`src/core/fplc_consts.vh`:
```
`ifndef FPLC_CONSTS_VH
`define FPLC_CONSTS_VH
// ****************************************************************
// Register offsets (byte addresses, one word each)
// ****************************************************************
`define FPLC_REG_CTRL 8'h00
`define FPLC_REG_STATUS 8'h04
`define FPLC_REG_SETUP 8'h08
`define FPLC_REG_SEL 8'h0C
`define FPLC_REG_LVL_WIN 8'h10
`define FPLC_REG_LVL_DATA 8'h14
`define FPLC_REG_METER 8'h18
// ****************************************************************
// Field positions and reset values
// ****************************************************************
`define FPLC_CTRL_RESTORE 0
`define FPLC_CTRL_LINK 1
`define FPLC_STAT_MODE 0
`define FPLC_STAT_LINK 1
`define FPLC_STAT_BUSY 2
`define FPLC_SETUP_RST 16'h0000
// Targets: 4 inputs, 6 lines, phones, coax out, 8 optical outs
`define FPLC_NUM_TGT 5'd20
`define FPLC_TGT_LINE0 5'd4
`define FPLC_TGT_HP 5'd10
`define FPLC_TGT_COAX 5'd11
`define FPLC_TGT_OPT0 5'd12
// Level codes: mic 0=0dB,10..65; inst half-dB 0..36; out 0=mute,1..65 (-58..+6)
`define FPLC_MIC_MIN 7'd10
`define FPLC_MIC_MAX 7'd65
`define FPLC_INST_MAX 7'd36
`define FPLC_OUT_MAX 7'd65
`define FPLC_OUT_UNITY 7'd59
// Meter thresholds on 16-bit peak magnitude
// Signal lights above SIG_THR (from -65 dBFS), overload at OVL_THR (-2 dBFS) and up
`define FPLC_SIG_THR 16'h0012
`define FPLC_OVL_THR 16'h65AC
// Timing
`define FPLC_CLK_HZ 50000000
`define FPLC_LONG_MS 1000
`define FPLC_DEB_US 2000
`endif

```
`src/core/fplc_debounce.v`:
```
`timescale 1ns/1ps
// ****************************************************************
// Three-flop synchroniser with stable-count filter
// ****************************************************************
module fplc_debounce #(
   parameter CNT = 100000
) (
   // Clock and reset
   input wire clk,
   input wire rst_n,
   // Raw pin and clean level
   input wire pin,
   output reg clean_ff
);
   reg s1_ff;
   reg s2_ff;
   reg s3_ff;
   reg [23:0] cnt_ff;
   // Change counts when stage two and three agree and differ from output
   always @(posedge clk or negedge rst_n) begin
      if (!rst_n) begin
         s1_ff <= 1'b0;
         s2_ff <= 1'b0;
         s3_ff <= 1'b0;
         cnt_ff <= 24'h000000;
         clean_ff <= 1'b0;
      end else begin
         s1_ff <= pin;
         s2_ff <= s1_ff;
         s3_ff <= s2_ff;
         if (s2_ff != s3_ff || s3_ff == clean_ff) begin
            cnt_ff <= 24'h000000;
         end else if (cnt_ff >= CNT[23:0]) begin
            clean_ff <= s3_ff;
            cnt_ff <= 24'h000000;
         end else begin
            cnt_ff <= cnt_ff + 24'h000001;
         end
      end
   end
endmodule // fplc_debounce

```
`src/core/fplc_mem.v`:
```
`timescale 1ns/1ps
// ****************************************************************
// Level store, one entry per target, registered read
// ****************************************************************
module fplc_mem #(
   parameter AW = 5,
   parameter DW = 7,
   parameter DEPTH = 20
) (
   // Clock
   input wire clk,
   // Write port
   input wire we,
   input wire [AW-1:0] waddr,
   input wire [DW-1:0] wdata,
   // Read port
   input wire [AW-1:0] raddr,
   output reg [DW-1:0] rdata_ff
);
   reg [DW-1:0] mem [0:DEPTH-1];
   // Memory holds no reset; the top reloads the saved image after reset
   always @(posedge clk) begin
      if (we) begin
         mem[waddr] <= wdata;
      end
      rdata_ff <= mem[raddr];
   end
endmodule // fplc_mem

```
`src/core/fplc_top.v`:
```
// Our own choices: register access over Wishbone and the address map.
`timescale 1ns/1ps
`include "fplc_consts.vh"
// Notes on behaviour
// - Any setting change triggers a full save; saved image reloads after each reset.
// - Saved image holds rate, clock mode, channel/digital setup and all levels.
// - Encoder is in channel or level mode; short push toggles them.
// - Green indicator output shows the active encoder mode.
// - Channel mode steps 4 inputs, 6 lines, phones, coax, 8 optical with labels.
// - Mic gains 10 to 65 dB in 1 dB, plus a 0 dB setting.
// - Instrument gains 0 to 18 dB in half-dB steps.
// - Half-dB instrument values light the display dot.
// - Outputs +6 to -58 dB in 1 dB steps, plus mute below.
// - Output levels go to mixer scaling; input gains go to analog hardware.
// - Hold over one second toggles stereo link; display shows off or on.
// - Linked selection offers left channels only; level written to both.
// - Per input pair, signal LED above -65 dBFS, overload LED at -2 dBFS.
// - Host and encoder both write the same instrument gain store.
module fplc_top #(
   parameter DEB_CYC = (`FPLC_CLK_HZ / 1000000) * `FPLC_DEB_US,
   parameter LONG_CYC = (`FPLC_CLK_HZ / 1000) * `FPLC_LONG_MS,
   parameter NV_AW = 5
) (
   // Clock and reset
   input wire clk,
   input wire rst_n,
   // Wishbone slave
   input wire wb_cyc_i,
   input wire wb_stb_i,
   input wire wb_we_i,
   input wire [7:0] wb_adr_i,
   input wire [3:0] wb_sel_i,
   input wire [31:0] wb_dat_i,
   output reg [31:0] wb_dat_o,
   output reg wb_ack_o,
   // Front panel pins
   input wire enc_a,
   input wire enc_b,
   input wire enc_push,
   output reg [4:0] disp_target_ff,
   output reg [6:0] disp_value_ff,
   output reg disp_show_level_ff,
   output reg disp_show_link_ff,
   output reg disp_dot_ff,
   output reg led_mode_green_ff,
   output reg [1:0] led_signal_ff,
   output reg [1:0] led_over_ff,
   // Input pair peak levels
   input wire [15:0] peak_pair0,
   input wire [15:0] peak_pair1,
   // Analog gain and mixer scaling
   output reg [4:0] gain_addr_ff,
   output reg [6:0] gain_code_ff,
   output reg gain_we_ff,
   output reg [4:0] mix_addr_ff,
   output reg [6:0] mix_code_ff,
   output reg mix_we_ff,
   // Non-volatile store (word-wide)
   output reg [NV_AW-1:0] nv_addr_ff,
   output reg [15:0] nv_wdata_ff,
   output reg nv_we_ff,
   output reg nv_re_ff,
   input wire [15:0] nv_rdata,
   input wire nv_done
);
   // ****************************************************************
   // States
   // ****************************************************************
   localparam ST_INIT = 5'b00001;
   localparam ST_LOAD = 5'b00010;
   localparam ST_IDLE = 5'b00100;
   localparam ST_SAVE = 5'b01000;
   localparam ST_WAIT = 5'b10000;
   localparam NV_SETUP = 5'd20;
   localparam NV_LAST = 5'd20;

   wire a_c;
   wire b_c;
   wire p_c;
   wire [6:0] mem_rd;
   reg [4:0] st_ff;
   reg [4:0] idx_ff;
   reg [15:0] setup_ff;
   reg mode_ff;
   reg link_ff;
   reg [4:0] sel_ff;
   reg dirty_ff;
   reg a_d_ff;
   reg p_d_ff;
   reg [26:0] hold_ff;
   reg long_ff;
   reg [4:0] win_ff;
   reg m_we;
   reg [4:0] m_wa;
   reg [6:0] m_wd;
   reg [4:0] m_ra;
   reg [1:0] pend_ff;
   reg [6:0] edit_ff;
   reg wait_ff;
   reg cp_ff;

   // Clamp step in range for the target's class
   function [6:0] step_val;
      input [4:0] t;
      input [6:0] v;
      input up;
      begin
         step_val = v;
         if (t < 5'd2) begin
            if (up) begin
               if (v == 7'd0) begin
                  step_val = `FPLC_MIC_MIN;
               end else if (v < `FPLC_MIC_MAX) begin
                  step_val = v + 7'd1;
               end
            end else if (v == `FPLC_MIC_MIN) begin
               step_val = 7'd0;
            end else if (v > `FPLC_MIC_MIN) begin
               step_val = v - 7'd1;
            end
         end else if (t < `FPLC_TGT_LINE0) begin
            if (up && v < `FPLC_INST_MAX) begin
               step_val = v + 7'd1;
            end else if (!up && v != 7'd0) begin
               step_val = v - 7'd1;
            end
         end else begin
            if (up && v < `FPLC_OUT_MAX) begin
               step_val = v + 7'd1;
            end else if (!up && v != 7'd0) begin
               step_val = v - 7'd1;
            end
         end
      end
   endfunction

   // Partner of a left target in a pair; inputs pair 0/1 and 2/3
   function [4:0] partner;
      input [4:0] t;
      begin
         partner = t;
         if (t == `FPLC_TGT_HP || t == `FPLC_TGT_COAX) begin
            partner = t;
         end else if (t < `FPLC_TGT_HP) begin
            partner = t + 5'd1;
         end else begin
            partner = t + 5'd1;
         end
      end
   endfunction

   fplc_debounce #(.CNT(DEB_CYC)) u_deb_a (.clk(clk), .rst_n(rst_n), .pin(enc_a), .clean_ff(a_c));
   fplc_debounce #(.CNT(DEB_CYC)) u_deb_b (.clk(clk), .rst_n(rst_n), .pin(enc_b), .clean_ff(b_c));
   fplc_debounce #(.CNT(DEB_CYC)) u_deb_p (.clk(clk), .rst_n(rst_n), .pin(enc_push), .clean_ff(p_c));

   fplc_mem #(.AW(5), .DW(7), .DEPTH(20)) u_mem (
      .clk(clk),
      .we(m_we),
      .waddr(m_wa),
      .wdata(m_wd),
      .raddr(m_ra),
      .rdata_ff(mem_rd)
   );

   // ****************************************************************
   // Encoder events
   // ****************************************************************
   wire detent = a_c & ~a_d_ff;
   wire dir_up = ~b_c;
   wire push_rel = ~p_c & p_d_ff;
   wire wb_req = wb_cyc_i & wb_stb_i & ~wb_ack_o;
   wire wb_wr = wb_req & wb_we_i & wb_sel_i[0];
   wire host_lvl = wb_wr && wb_adr_i == `FPLC_REG_LVL_DATA && st_ff == ST_IDLE;
   wire host_set = wb_wr && (wb_adr_i == `FPLC_REG_SETUP || wb_adr_i == `FPLC_REG_CTRL);
   wire knob_lvl = detent && mode_ff && st_ff == ST_IDLE && pend_ff == 2'd0;
   wire [6:0] knob_v = step_val(sel_ff, edit_ff, dir_up);

   // Memory port steering: load, host write, knob write, pair copy
   always @* begin
      m_we = 1'b0;
      m_wa = sel_ff;
      m_wd = knob_v;
      m_ra = (pend_ff != 2'd0) ? sel_ff : win_ff; // Panel refresh, else host window
      if (st_ff == ST_SAVE || st_ff == ST_WAIT) begin
         m_ra = idx_ff;
      end
      if (st_ff == ST_LOAD && nv_done && idx_ff != NV_SETUP) begin
         m_we = 1'b1;
         m_wa = idx_ff;
         m_wd = nv_rdata[6:0];
      end else if (host_lvl) begin
         m_we = 1'b1;
         m_wa = win_ff;
         m_wd = wb_dat_i[6:0];
      end else if (knob_lvl) begin
         m_we = 1'b1;
      end else if (cp_ff) begin
         m_we = 1'b1;
         m_wa = partner(sel_ff);
         m_wd = edit_ff;
      end
   end

   // ****************************************************************
   // Main control
   // ****************************************************************
   always @(posedge clk or negedge rst_n) begin
      if (!rst_n) begin
         st_ff <= ST_INIT;
         idx_ff <= 5'd0;
         setup_ff <= `FPLC_SETUP_RST;
         mode_ff <= 1'b0;
         link_ff <= 1'b0;
         sel_ff <= 5'd0;
         dirty_ff <= 1'b0;
         a_d_ff <= 1'b0;
         p_d_ff <= 1'b0;
         hold_ff <= 27'd0;
         long_ff <= 1'b0;
         win_ff <= 5'd0;
         pend_ff <= 2'd0;
         edit_ff <= 7'd0;
         wait_ff <= 1'b0;
         cp_ff <= 1'b0;
         nv_addr_ff <= {NV_AW{1'b0}};
         nv_wdata_ff <= 16'h0000;
         nv_we_ff <= 1'b0;
         nv_re_ff <= 1'b0;
         gain_addr_ff <= 5'd0;
         gain_code_ff <= 7'd0;
         gain_we_ff <= 1'b0;
         mix_addr_ff <= 5'd0;
         mix_code_ff <= 7'd0;
         mix_we_ff <= 1'b0;
         disp_target_ff <= 5'd0;
         disp_value_ff <= 7'd0;
         disp_show_level_ff <= 1'b0;
         disp_show_link_ff <= 1'b0;
         disp_dot_ff <= 1'b0;
         led_mode_green_ff <= 1'b0;
         led_signal_ff <= 2'b00;
         led_over_ff <= 2'b00;
         wb_ack_o <= 1'b0;
         wb_dat_o <= 32'h00000000;
      end else begin
         a_d_ff <= a_c;
         p_d_ff <= p_c;
         nv_we_ff <= 1'b0;
         nv_re_ff <= 1'b0;
         gain_we_ff <= 1'b0;
         mix_we_ff <= 1'b0;
         wb_ack_o <= wb_req;
         if (pend_ff != 2'd0) begin
            pend_ff <= pend_ff - 2'd1;
         end
         // route level change to its hardware
         if (m_we && st_ff != ST_LOAD) begin
            dirty_ff <= 1'b1;
            if (m_wa < `FPLC_TGT_LINE0) begin
               gain_addr_ff <= m_wa;
               gain_code_ff <= m_wd;
               gain_we_ff <= 1'b1;
            end else begin
               mix_addr_ff <= m_wa;
               mix_code_ff <= m_wd;
               mix_we_ff <= 1'b1;
            end
         end
         // Push: long hold toggles link once, short release toggles mode
         if (p_c) begin
            if (hold_ff < LONG_CYC[26:0]) begin
               hold_ff <= hold_ff + 27'd1;
            end else if (!long_ff) begin
               long_ff <= 1'b1;
               link_ff <= ~link_ff;
               sel_ff <= sel_ff & 5'b11110;
               disp_show_link_ff <= 1'b1;
               dirty_ff <= 1'b1;
            end
         end else begin
            hold_ff <= 27'd0;
            long_ff <= 1'b0;
         end
         if (push_rel && !long_ff) begin
            mode_ff <= ~mode_ff;
            disp_show_link_ff <= 1'b0;
            pend_ff <= 2'd2;
         end
         if (detent && !mode_ff) begin
            disp_show_link_ff <= 1'b0;
            pend_ff <= 2'd2;
            if (dir_up && sel_ff + (link_ff ? 5'd2 : 5'd1) < `FPLC_NUM_TGT) begin
               sel_ff <= sel_ff + (link_ff ? 5'd2 : 5'd1);
            end else if (!dir_up && sel_ff >= (link_ff ? 5'd2 : 5'd1)) begin
               sel_ff <= sel_ff - (link_ff ? 5'd2 : 5'd1);
            end
         end
         if (pend_ff == 2'd1) begin
            edit_ff <= mem_rd;
         end
         if (knob_lvl) begin
            edit_ff <= knob_v;
            pend_ff <= 2'd2;
         end
         // linked level goes to the right channel next cycle
         cp_ff <= knob_lvl & link_ff;
         // host level write refreshes the panel copy
         if (host_lvl) begin
            pend_ff <= 2'd2;
         end
         // Host register writes
         if (wb_wr) begin
            case (wb_adr_i)
               `FPLC_REG_CTRL: begin
                  link_ff <= wb_dat_i[`FPLC_CTRL_LINK];
                  dirty_ff <= 1'b1;
                  if (wb_dat_i[`FPLC_CTRL_RESTORE] && st_ff == ST_IDLE) begin
                     st_ff <= ST_INIT;
                  end
               end
               `FPLC_REG_SETUP: begin
                  setup_ff <= wb_dat_i[15:0];
                  dirty_ff <= 1'b1;
               end
               `FPLC_REG_LVL_WIN: begin
                  win_ff <= wb_dat_i[4:0];
               end
               default: begin
               end
            endcase
         end
         // Host reads
         case (wb_adr_i)
            `FPLC_REG_CTRL: wb_dat_o <= {30'h00000000, link_ff, 1'b0};
            `FPLC_REG_STATUS: wb_dat_o <= {29'h00000000, st_ff != ST_IDLE, link_ff, mode_ff};
            `FPLC_REG_SETUP: wb_dat_o <= {16'h0000, setup_ff};
            `FPLC_REG_SEL: wb_dat_o <= {27'h0000000, sel_ff};
            `FPLC_REG_LVL_WIN: wb_dat_o <= {27'h0000000, win_ff};
            `FPLC_REG_LVL_DATA: wb_dat_o <= {25'h0000000, mem_rd};
            `FPLC_REG_METER: wb_dat_o <= {28'h0000000, led_over_ff, led_signal_ff};
            default: wb_dat_o <= 32'h00000000;
         endcase
         // Non-volatile sequencing
         case (st_ff)
            ST_INIT: begin
               idx_ff <= 5'd0;
               nv_addr_ff <= {NV_AW{1'b0}};
               nv_re_ff <= 1'b1;
               st_ff <= ST_LOAD;
            end
            ST_LOAD: begin
               if (nv_done) begin
                  if (idx_ff == NV_SETUP) begin
                     // setup word carries rate, clock mode, I/O setup
                     setup_ff <= nv_rdata;
                     link_ff <= nv_rdata[15];
                     dirty_ff <= 1'b0;
                     st_ff <= ST_IDLE;
                  end else begin
                     idx_ff <= idx_ff + 5'd1;
                     nv_addr_ff <= idx_ff[NV_AW-1:0] + 1'b1;
                     nv_re_ff <= 1'b1;
                  end
               end
            end
            ST_IDLE: begin
               if (dirty_ff && !m_we && !host_set) begin
                  dirty_ff <= 1'b0;
                  idx_ff <= 5'd0;
                  st_ff <= ST_SAVE;
               end
            end
            ST_SAVE: begin
               // Memory read of idx lands one cycle later
               wait_ff <= 1'b0;
               st_ff <= ST_WAIT;
            end
            ST_WAIT: begin
               // One write per word; a second strobe would restart the store
               if (!wait_ff) begin
                  wait_ff <= 1'b1;
                  nv_addr_ff <= idx_ff[NV_AW-1:0];
                  nv_wdata_ff <= (idx_ff == NV_SETUP) ? {link_ff, setup_ff[14:0]} : {9'h000, mem_rd};
                  nv_we_ff <= 1'b1;
               end else if (nv_done) begin
                  if (idx_ff == NV_LAST) begin
                     st_ff <= ST_IDLE;
                  end else begin
                     idx_ff <= idx_ff + 5'd1;
                     st_ff <= ST_SAVE;
                  end
               end
            end
            default: st_ff <= ST_INIT;
         endcase
         led_mode_green_ff <= mode_ff;
         disp_target_ff <= sel_ff;
         disp_show_level_ff <= mode_ff;
         disp_value_ff <= disp_show_link_ff ? {6'h00, link_ff} : edit_ff;
         disp_dot_ff <= sel_ff >= 5'd2 && sel_ff < `FPLC_TGT_LINE0 && edit_ff[0];
         // signal and overload LEDs per pair
         led_signal_ff <= {peak_pair1 > `FPLC_SIG_THR, peak_pair0 > `FPLC_SIG_THR};
         led_over_ff <= {peak_pair1 >= `FPLC_OVL_THR, peak_pair0 >= `FPLC_OVL_THR};
      end
   end
endmodule // fplc_top

```
`config.mk`:
```
export PLATFORM = sky130hd
export DESIGN_NAME = fplc_top
export DESIGN_NICKNAME = d
export VERILOG_FILES = /design/src/core/fplc_debounce.v /design/src/core/fplc_mem.v /design/src/core/fplc_top.v
export VERILOG_INCLUDE_DIRS = /design/src /design/src/core
export SDC_FILE = /design/constraint.sdc
export NUM_CORES = 1
export LEC_CHECK = 0
export BUFFER_PORTS_ARGS = -buffer_cell sky130_fd_sc_hd__buf_4
export CORE_MARGIN = 1.5
export CORE_UTILIZATION = 50
export CTS_BUF_LIST = sky130_fd_sc_hd__clkbuf_16
export DETAILED_ROUTE_END_ITERATION = 7
export PLACE_DENSITY = 0.73
export REMOVE_ABC_BUFFERS = 1
export SLEW_MARGIN = 10
export SYNTH_ARGS = -nofsm -noshare
export SYNTH_HDL_FRONTEND = slang
export SYNTH_HIERARCHICAL = 1
export SYNTH_SLANG_ARGS = --single-unit
```
`constraint.sdc`:
```
create_clock -name clk -period 3.32 [get_ports clk]
set_clock_uncertainty 0.05 [all_clocks]
set_input_delay 0.166 -clock clk [delete_from_list [all_inputs] [get_ports clk]]
set_output_delay 0.166 -clock clk [all_outputs]
set_load 0.01 [all_outputs]
```
==> results of run 1 <==
==> power groups by stage <==
stage,registers (mW),logic [mW],clock network (mW)
after floorplan,6.59,2.86,0
after global placement,6.52,5.12,0
after detailed placement,6.54,5.25,0
after CTS,6.44,5.38,4.41
after global routing,6.50,5.89,4.59
final,6.45,5.47,4.32
==> kinds of logic after synthesis <==
family          after synthesis  synth area share, %
compound gates              289                10.35
xor+xnor                     66                3.102
fa+ha+maj                    22                1.558
buf+inv                     146                3.921
flops                       396                56.75
mux                         114                7.997
other cells                   4              0.08055
simple gates                581                16.24
==> per-stage QoR <==
step / worst slack (ns) / hold slack [ns] / power (mW)
2_1_floorplan: -2.689 / -0.1796 / 9.448
3_3_place_gp: 0.1470 / 0.2265 / 11.64
3_5_place_dp: 0.1062 / 0.2266 / 11.79
4_1_cts: 0.1368 / 0.04669 / 16.23
5_1_grt: 0.002934 / 0.08432 / 16.99
6_report: 0.1245 / 0.08827 / 16.25
==> final cells by class <==
cell class	instances	area (um^2)	area share, %
Inverter	52	195.2	0.8566
Timing Repair Buffer	329	2680	11.76
Tap cell	468	585.6	2.570
Clock buffer	42	1051	4.613
Sequential cell	396	10580	46.42
Clock inverter	33	217.7	0.9555
Multi-Input combinational cell	1109	7480	32.83
==> critical path: cells and delay by family (launching register included) <==
kind                   cells  cell delay (ns)
buffers and inverters      2             0.38
AND/OR/NAND/NOR            4             1.41
flip-flops                 1             0.40
AO/OA/AOI/OAI              3             0.67
==> per-layer routing <==
| metal | up-vias | global-route usage (%) | wire (um) |
|---|---|---|---|
| li1 | 6502 | - | - |
| met2 | 489 | 41.68 | 23030 |
| met3 | 89 | 4.109 | 2939 |
| met5 | - | 0 | 13 |
| met4 | 2 | 8.547 | 1301 |
| met1 | 6884 | 33.83 | 20580 |
==> timing repair <==
item | 4_1_cts | 5_1_grt
setup endpoints to repair | 0 | 53
hold buffers | 56 | 0
hold endpoints to repair | 139 | 0
buffers inserted | 0 | 2
resized for setup | 0 | 2
==> how the worst max path moves through the flow <==
stage	from	end	slack [ns]	cells after the start
after global routing	st_ff[0]$_DFF_PN1_	u_mem/mem[5][1]$_DFFE_PP_	0.003	7
after global placement	st_ff[0]$_DFF_PN1_	u_mem/mem[10][6]$_DFFE_PP_	0.15	9
final	st_ff[0]$_DFF_PN1_	u_mem/mem[10][6]$_DFFE_PP_	0.12	9
after floorplan	st_ff[4]$_DFF_PN0_	u_mem/rdata_ff[5]$_DFF_P_	-2.69	9
after CTS	st_ff[0]$_DFF_PN1_	u_mem/mem[13][0]$_DFFE_PP_	0.14	7
after detailed placement	wb_adr_i[3]	u_mem/mem[17][2]$_DFFE_PP_	0.11	9
==> Yosys cell counts (14+ instances only) <==
master    count  area [um^2]
a21oi_1      53        265.3
a22oi_1      20        150.1
a31oi_1      16        100.1
and2_1       15        93.84
and3_1       15        93.84
buf_4        19        142.6
clkbuf_1     50        187.7
dfrtp_1     248         6206
edfxtp_1    140         4204
ha_1         20        250.2
inv_1        52        195.2
mux2i_1      69        690.7
mux4_2       14        315.3
nand2_1     141        529.3
nand2b_1     14        87.58
nand3_1      54        270.3
nand4_1      23        143.9
nor2_1      153        574.3
nor2b_1      17        106.4
nor3_1       40        200.2
nor4_1       27        168.9
o21ai_0      75        375.4
or3_1        17        106.4
xnor2_1      46        402.9
xor2_1       20        175.2
==> state kept, by name (all words and copies together), names as in the netlist, 16 cells and up <==
| register | count |
|---|---|
| hold_ff | 27 |
| nv_wdata_ff | 16 |
| setup_ff | 16 |
| u_deb_a/cnt_ff | 24 |
| u_deb_b/cnt_ff | 24 |
| u_deb_p/cnt_ff | 24 |
| u_mem/mem | 140 |
| wb_dat_o | 16 |
==> impl_metrics.ini, run 1 <==
[outcome]
status = complete, no violations

[worst_setup_path]
slowest_stage = or4b_4
worstPathMaxFanout = 7
reg2regPathDepth = 9
r2r-start = st_ff[0]$_DFF_PN1_
worstPathRequired_ns = 3.56
crit_top_cell = buf_4
reg2reg_slack_ns = 0.12
start_kind = flip-flop
critical_path_arrival_ns = 3.43
cp_cell_sequence = or4b_4 > o31ai_4 > buf_4 > o21ai_1 > nor4b_4 > a211oi_4 > or3b_2 > nor2_1 > buf_4
critPathCaptureType = flip-flop
worst-setup-path-type = flip-flop to flip-flop
critPathMaxStageDelay_ns = 0.61
worstReg2RegEnd = u_mem/mem[10][6]$_DFFE_PP_

[synth]
ys_ff_latch = 396
synth_ff_type = dfrtp_1
synth-seq-area-share_pct = 56.75
yosysUniqueCellTypes = 89
netlist_area_um2 = 18640
synth-async-reset-ratio_pct = 62.88
synth-edff-count = 140
avgSynthCellArea_um2 = 11.52
synthCells = 1618
ys_warn_count = 6

[clock_network]
insertion_delay_ns = 0.60
path_clk_slew_ns = 0.06
cts_buffer_depth = 3
cts.htree.levels = 2
cts_buffers = 42
cts_num_sinks = 396
cts_tree = yes
cts_root_buf = clkbuf_16

[finish]
finalNonFillerCells = 2429
nets = 2053
n_antenna_cell = 0
syn_to_final_growth_pct = 22.27
utilization_pct = 62.24
post-route-cell-area_um2 = 22790
fillers = 2886
layout_common_cells = buf_4, dfrtp_1, nor2_1
drive_above_1_share_pct = 20.55
final_common_cell = buf_4

[placement]
place_area_um2 = 20930
dp.cells = 2296
dp_hpwl_um = 33330
io_buffer_count = 167
routabilityCongestion = 0.9373

[hold_path]
hold_end = wb_dat_o[2]$_DFF_PN0_
hold_path.class = input port to flip-flop
hp-start = wb_adr_i[2]
hold_depth = 3

[global_routing]
overflow = 0
grt_pass1_wl_um = 75640
antenna_found_initial = 1
grt_start_max_net_pins = 110
grt_usage_pct = 25.15
grt_pass1_vias = 13926

[sta]
min_period_over_period_pct = 96.25
setup_viol_count_final = 0
rsz0062_at_grt = no
min_period_ns = 3.196
hold_viol = 0
setup-tns-final_ns = 0
slew_headroom_pct = 44.06
maxSlewViolCount = 0
worst_pin_slew_ns = 0.8391
fmax_mhz = 312.9

[job]
cap_violations = 0

[floorplan]
io_pins = 203
die_y_um = 196.1
start_util_pct = 50.90
die_area_um2 = 38440
coreArea_um2 = 36610
die_x_um = 196.1
row_count = 70

[drt]
drt-initial-drc-count = 1194
firstDrtPassIters = 5
wl_per_cell_um = 19.71
drc = 0
drtAntennaViolNets = 0
vias_per_cell = 5.750
wl_um = 47870
num_vias = 13966

[power_and_ir_drop]
irDropWorstVdd_uv = 383.7
power_per_cell_area_nw_per_um2 = 713.0
p_leak_nw = 9.628
switchingPower_mw = 5.709
seqPwrFrac_pct = 39.7
swShare_pct = 35.14
clockPowerShare_pct = 26.6
p_comb_share_pct = 33.7
power.internal_mw = 10.54
No activity file was read; power rests on OpenSTA's default activity.
==> inputs of run 2 (changes only) <==
--- a/config.mk
+++ b/config.mk
@@ -11,7 +11,7 @@
 export CORE_UTILIZATION = 50
 export CTS_BUF_LIST = sky130_fd_sc_hd__clkbuf_16
 export DETAILED_ROUTE_END_ITERATION = 7
-export PLACE_DENSITY = 0.73
+export PLACE_DENSITY = 0.71
 export REMOVE_ABC_BUFFERS = 1
 export SLEW_MARGIN = 10
 export SYNTH_ARGS = -nofsm -noshare
==> constraint.sdc (replaced) <==
create_clock -name clk -period 3.11 [get_ports clk]
set_clock_uncertainty 0.05 [all_clocks]
set_input_delay 0.1555 -clock clk [delete_from_list [all_inputs] [get_ports clk]]
set_output_delay 0.1555 -clock clk [all_outputs]
set_load 0.01 [all_outputs]
==> impl_metrics.ini, run 2 (synthesized netlist as in run 1, its figures left out) <==
[finish]
utilization_pct = 63.40
layout_common_cells = buf_4, dfrtp_1, nor2_1
finalNonFillerCells = 2462
post-route-cell-area_um2 = 23210
final_common_cell = buf_4
largest_reg_flops = 140
top_regs = u_mem/mem x140, hold_ff x27
drive_above_1_share_pct = 21.97
n_antenna_cell = 0
regMostFlops = u_mem/mem
syn_to_final_growth_pct = 24.56
nets = 2083

[clock_network]
cts.htree.levels = 2
cts_root_buf = clkbuf_16
cts_num_sinks = 396
cts_tree = yes
insertion_delay_ns = 0.55
cts_buffers = 42
path_clk_slew_ns = 0.06
cts_buffer_depth = 3

[floorplan]
die_x_um = 196.1
die_y_um = 196.1
coreArea_um2 = 36610
io_pins = 203
row_count = 70
start_util_pct = 50.90
die_area_um2 = 38440

[drt]
firstDrtPassIters = 5
wl_per_cell_um = 19.57
drc = 0
wl_um = 48170
vias_per_cell = 5.716
num_vias = 14074
drtAntennaViolNets = 0
drt-initial-drc-count = 996

[hold_path]
hold_end = dirty_ff$_DFF_PN0_
hold_depth = 4
hp-start = wb_we_i
hold_path.class = input port to flip-flop

[sta]
setup_viol_count_final = 0
maxSlewViolCount = 0
setup-tns-final_ns = 0
hold_viol = 0
slew_headroom_pct = 44.26
min_period_over_period_pct = 98.45
min_period_ns = 3.062
rsz0062_at_grt = yes
worst_pin_slew_ns = 0.8362
fmax_mhz = 326.6

[power_and_ir_drop]
p_comb_share_pct = 34.9
power_per_cell_area_nw_per_um2 = 776.4
switchingPower_mw = 6.083
p_leak_nw = 9.864
seqPwrFrac_pct = 37.8
swShare_pct = 33.75
power.internal_mw = 11.94
total_power_mw = 18.02
irDropWorstVdd_uv = 506.8
clockPowerShare_pct = 27.3

[worst_setup_path]
critPathCaptureType = flip-flop
critPathMaxStageDelay_ns = 0.57
worstReg2RegEnd = u_mem/mem[8][6]$_DFFE_PP_
reg2reg_slack_ns = 0.05
worstPathMaxFanout = 7
crit_buf_inv = 2
worstPathRequired_ns = 3.32
slowest_stage = or4b_4
worst-setup-path-type = flip-flop to flip-flop
critical_path_arrival_ns = 3.27
cp_cell_sequence = or4b_4 > o31ai_4 > buf_4 > o21ai_1 > nor4b_4 > a211oi_4 > or3b_4 > nor2_1 > buf_4
crit_family = simple AND/OR/NAND/NOR gates
crit_top_cell = buf_4
r2r-start = st_ff[1]$_DFF_PN0_
start_kind = flip-flop
reg2regPathDepth = 9

[global_routing]
antenna_found_initial = 0
grt_usage_pct = 25.46
grt_start_max_net_pins = 103
grt_pass1_wl_um = 76690
overflow = 0
grt_pass1_vias = 14014

[placement]
dp.cells = 2316
place_area_um2 = 21150
dp_hpwl_um = 33930
routabilityCongestion = 0.9404
io_buffer_count = 167

[job]
cap_violations = 0

[outcome]
status = complete, no violations
==> run 2: worst max path at each step <==
stage                             startpoint                           to  slack [ns]  cells past startpoint
after floorplan           st_ff[4]$_DFF_PN0_    u_mem/rdata_ff[5]$_DFF_P_       -2.90                      9
after global placement    st_ff[0]$_DFF_PN1_   u_mem/mem[16][1]$_DFFE_PP_        0.05                      9
after detailed placement  st_ff[0]$_DFF_PN1_   u_mem/mem[16][1]$_DFFE_PP_        0.02                      9
after CTS                 st_ff[0]$_DFF_PN1_    u_mem/mem[3][4]$_DFFE_PP_        0.04                      9
after global routing      st_ff[0]$_DFF_PN1_  gain_code_ff[0]$_DFFE_PN0P_       -0.09                      9
final                     st_ff[1]$_DFF_PN0_    u_mem/mem[8][6]$_DFFE_PP_        0.05                      9
==> run 2: per-stage QoR <==
stage / setup slack [ns] / hold slack, ns
after detailed placement: 0.01617 / 0.2111
after global placement: 0.04672 / 0.2038
after floorplan: -2.899 / -0.1901
final: 0.04817 / 0.09842
after CTS: 0.03625 / 0.08148
after global routing: -0.08898 / 0.1406
==> run 2: timing repair <==
item                                    4_1_cts  5_1_grt
hold buffers                                 56        0
endpoints found under the setup margin        6      145
hold endpoints to repair                    132        0
pin swaps                                     0       12
setup buffers                                 0       12
gates cloned                                  0        0
resized for setup                             1       16
==> run 2: layout make-up <==
cell class	instances	area (um^2)
multi-input combinational	1109	7520
tap	468	585.6
fill	2803	13400
sequential	396	10580
timing repair buffer	359	2979
clock inverter	36	305.3
inverter	52	195.2
clock buffer	42	1051
==> run 2: routing by layer <==
layer | track usage, % | vias up | share of wire (%)
li1 | - | 6565 | -
met1 | 33.96 | 6868 | 42
met2 | 42.07 | 545 | 48
met3 | 4.315 | 96 | 6.5
met4 | 9.345 | 0 | 3.4
met5 | 0 | - | 0
==> run 2: power by group through the flow <==
stage	logic, mW	clock network, mW	registers, mW
floorplan	3.05	0	7.03
global placement	5.86	0	6.90
detailed placement	5.99	0	6.90
CTS	6.15	5.03	6.80
global route	6.82	5.25	6.85
finish	6.29	4.92	6.81
==> run 2: worst min-delay path: cells and delay by family <==
kind | cells | cell delay, ns
and+or+nand+nor | 2 | 0.25
AOI/OAI and AO/OA | 1 | 0.14
buffers and inverters | 1 | 0.11
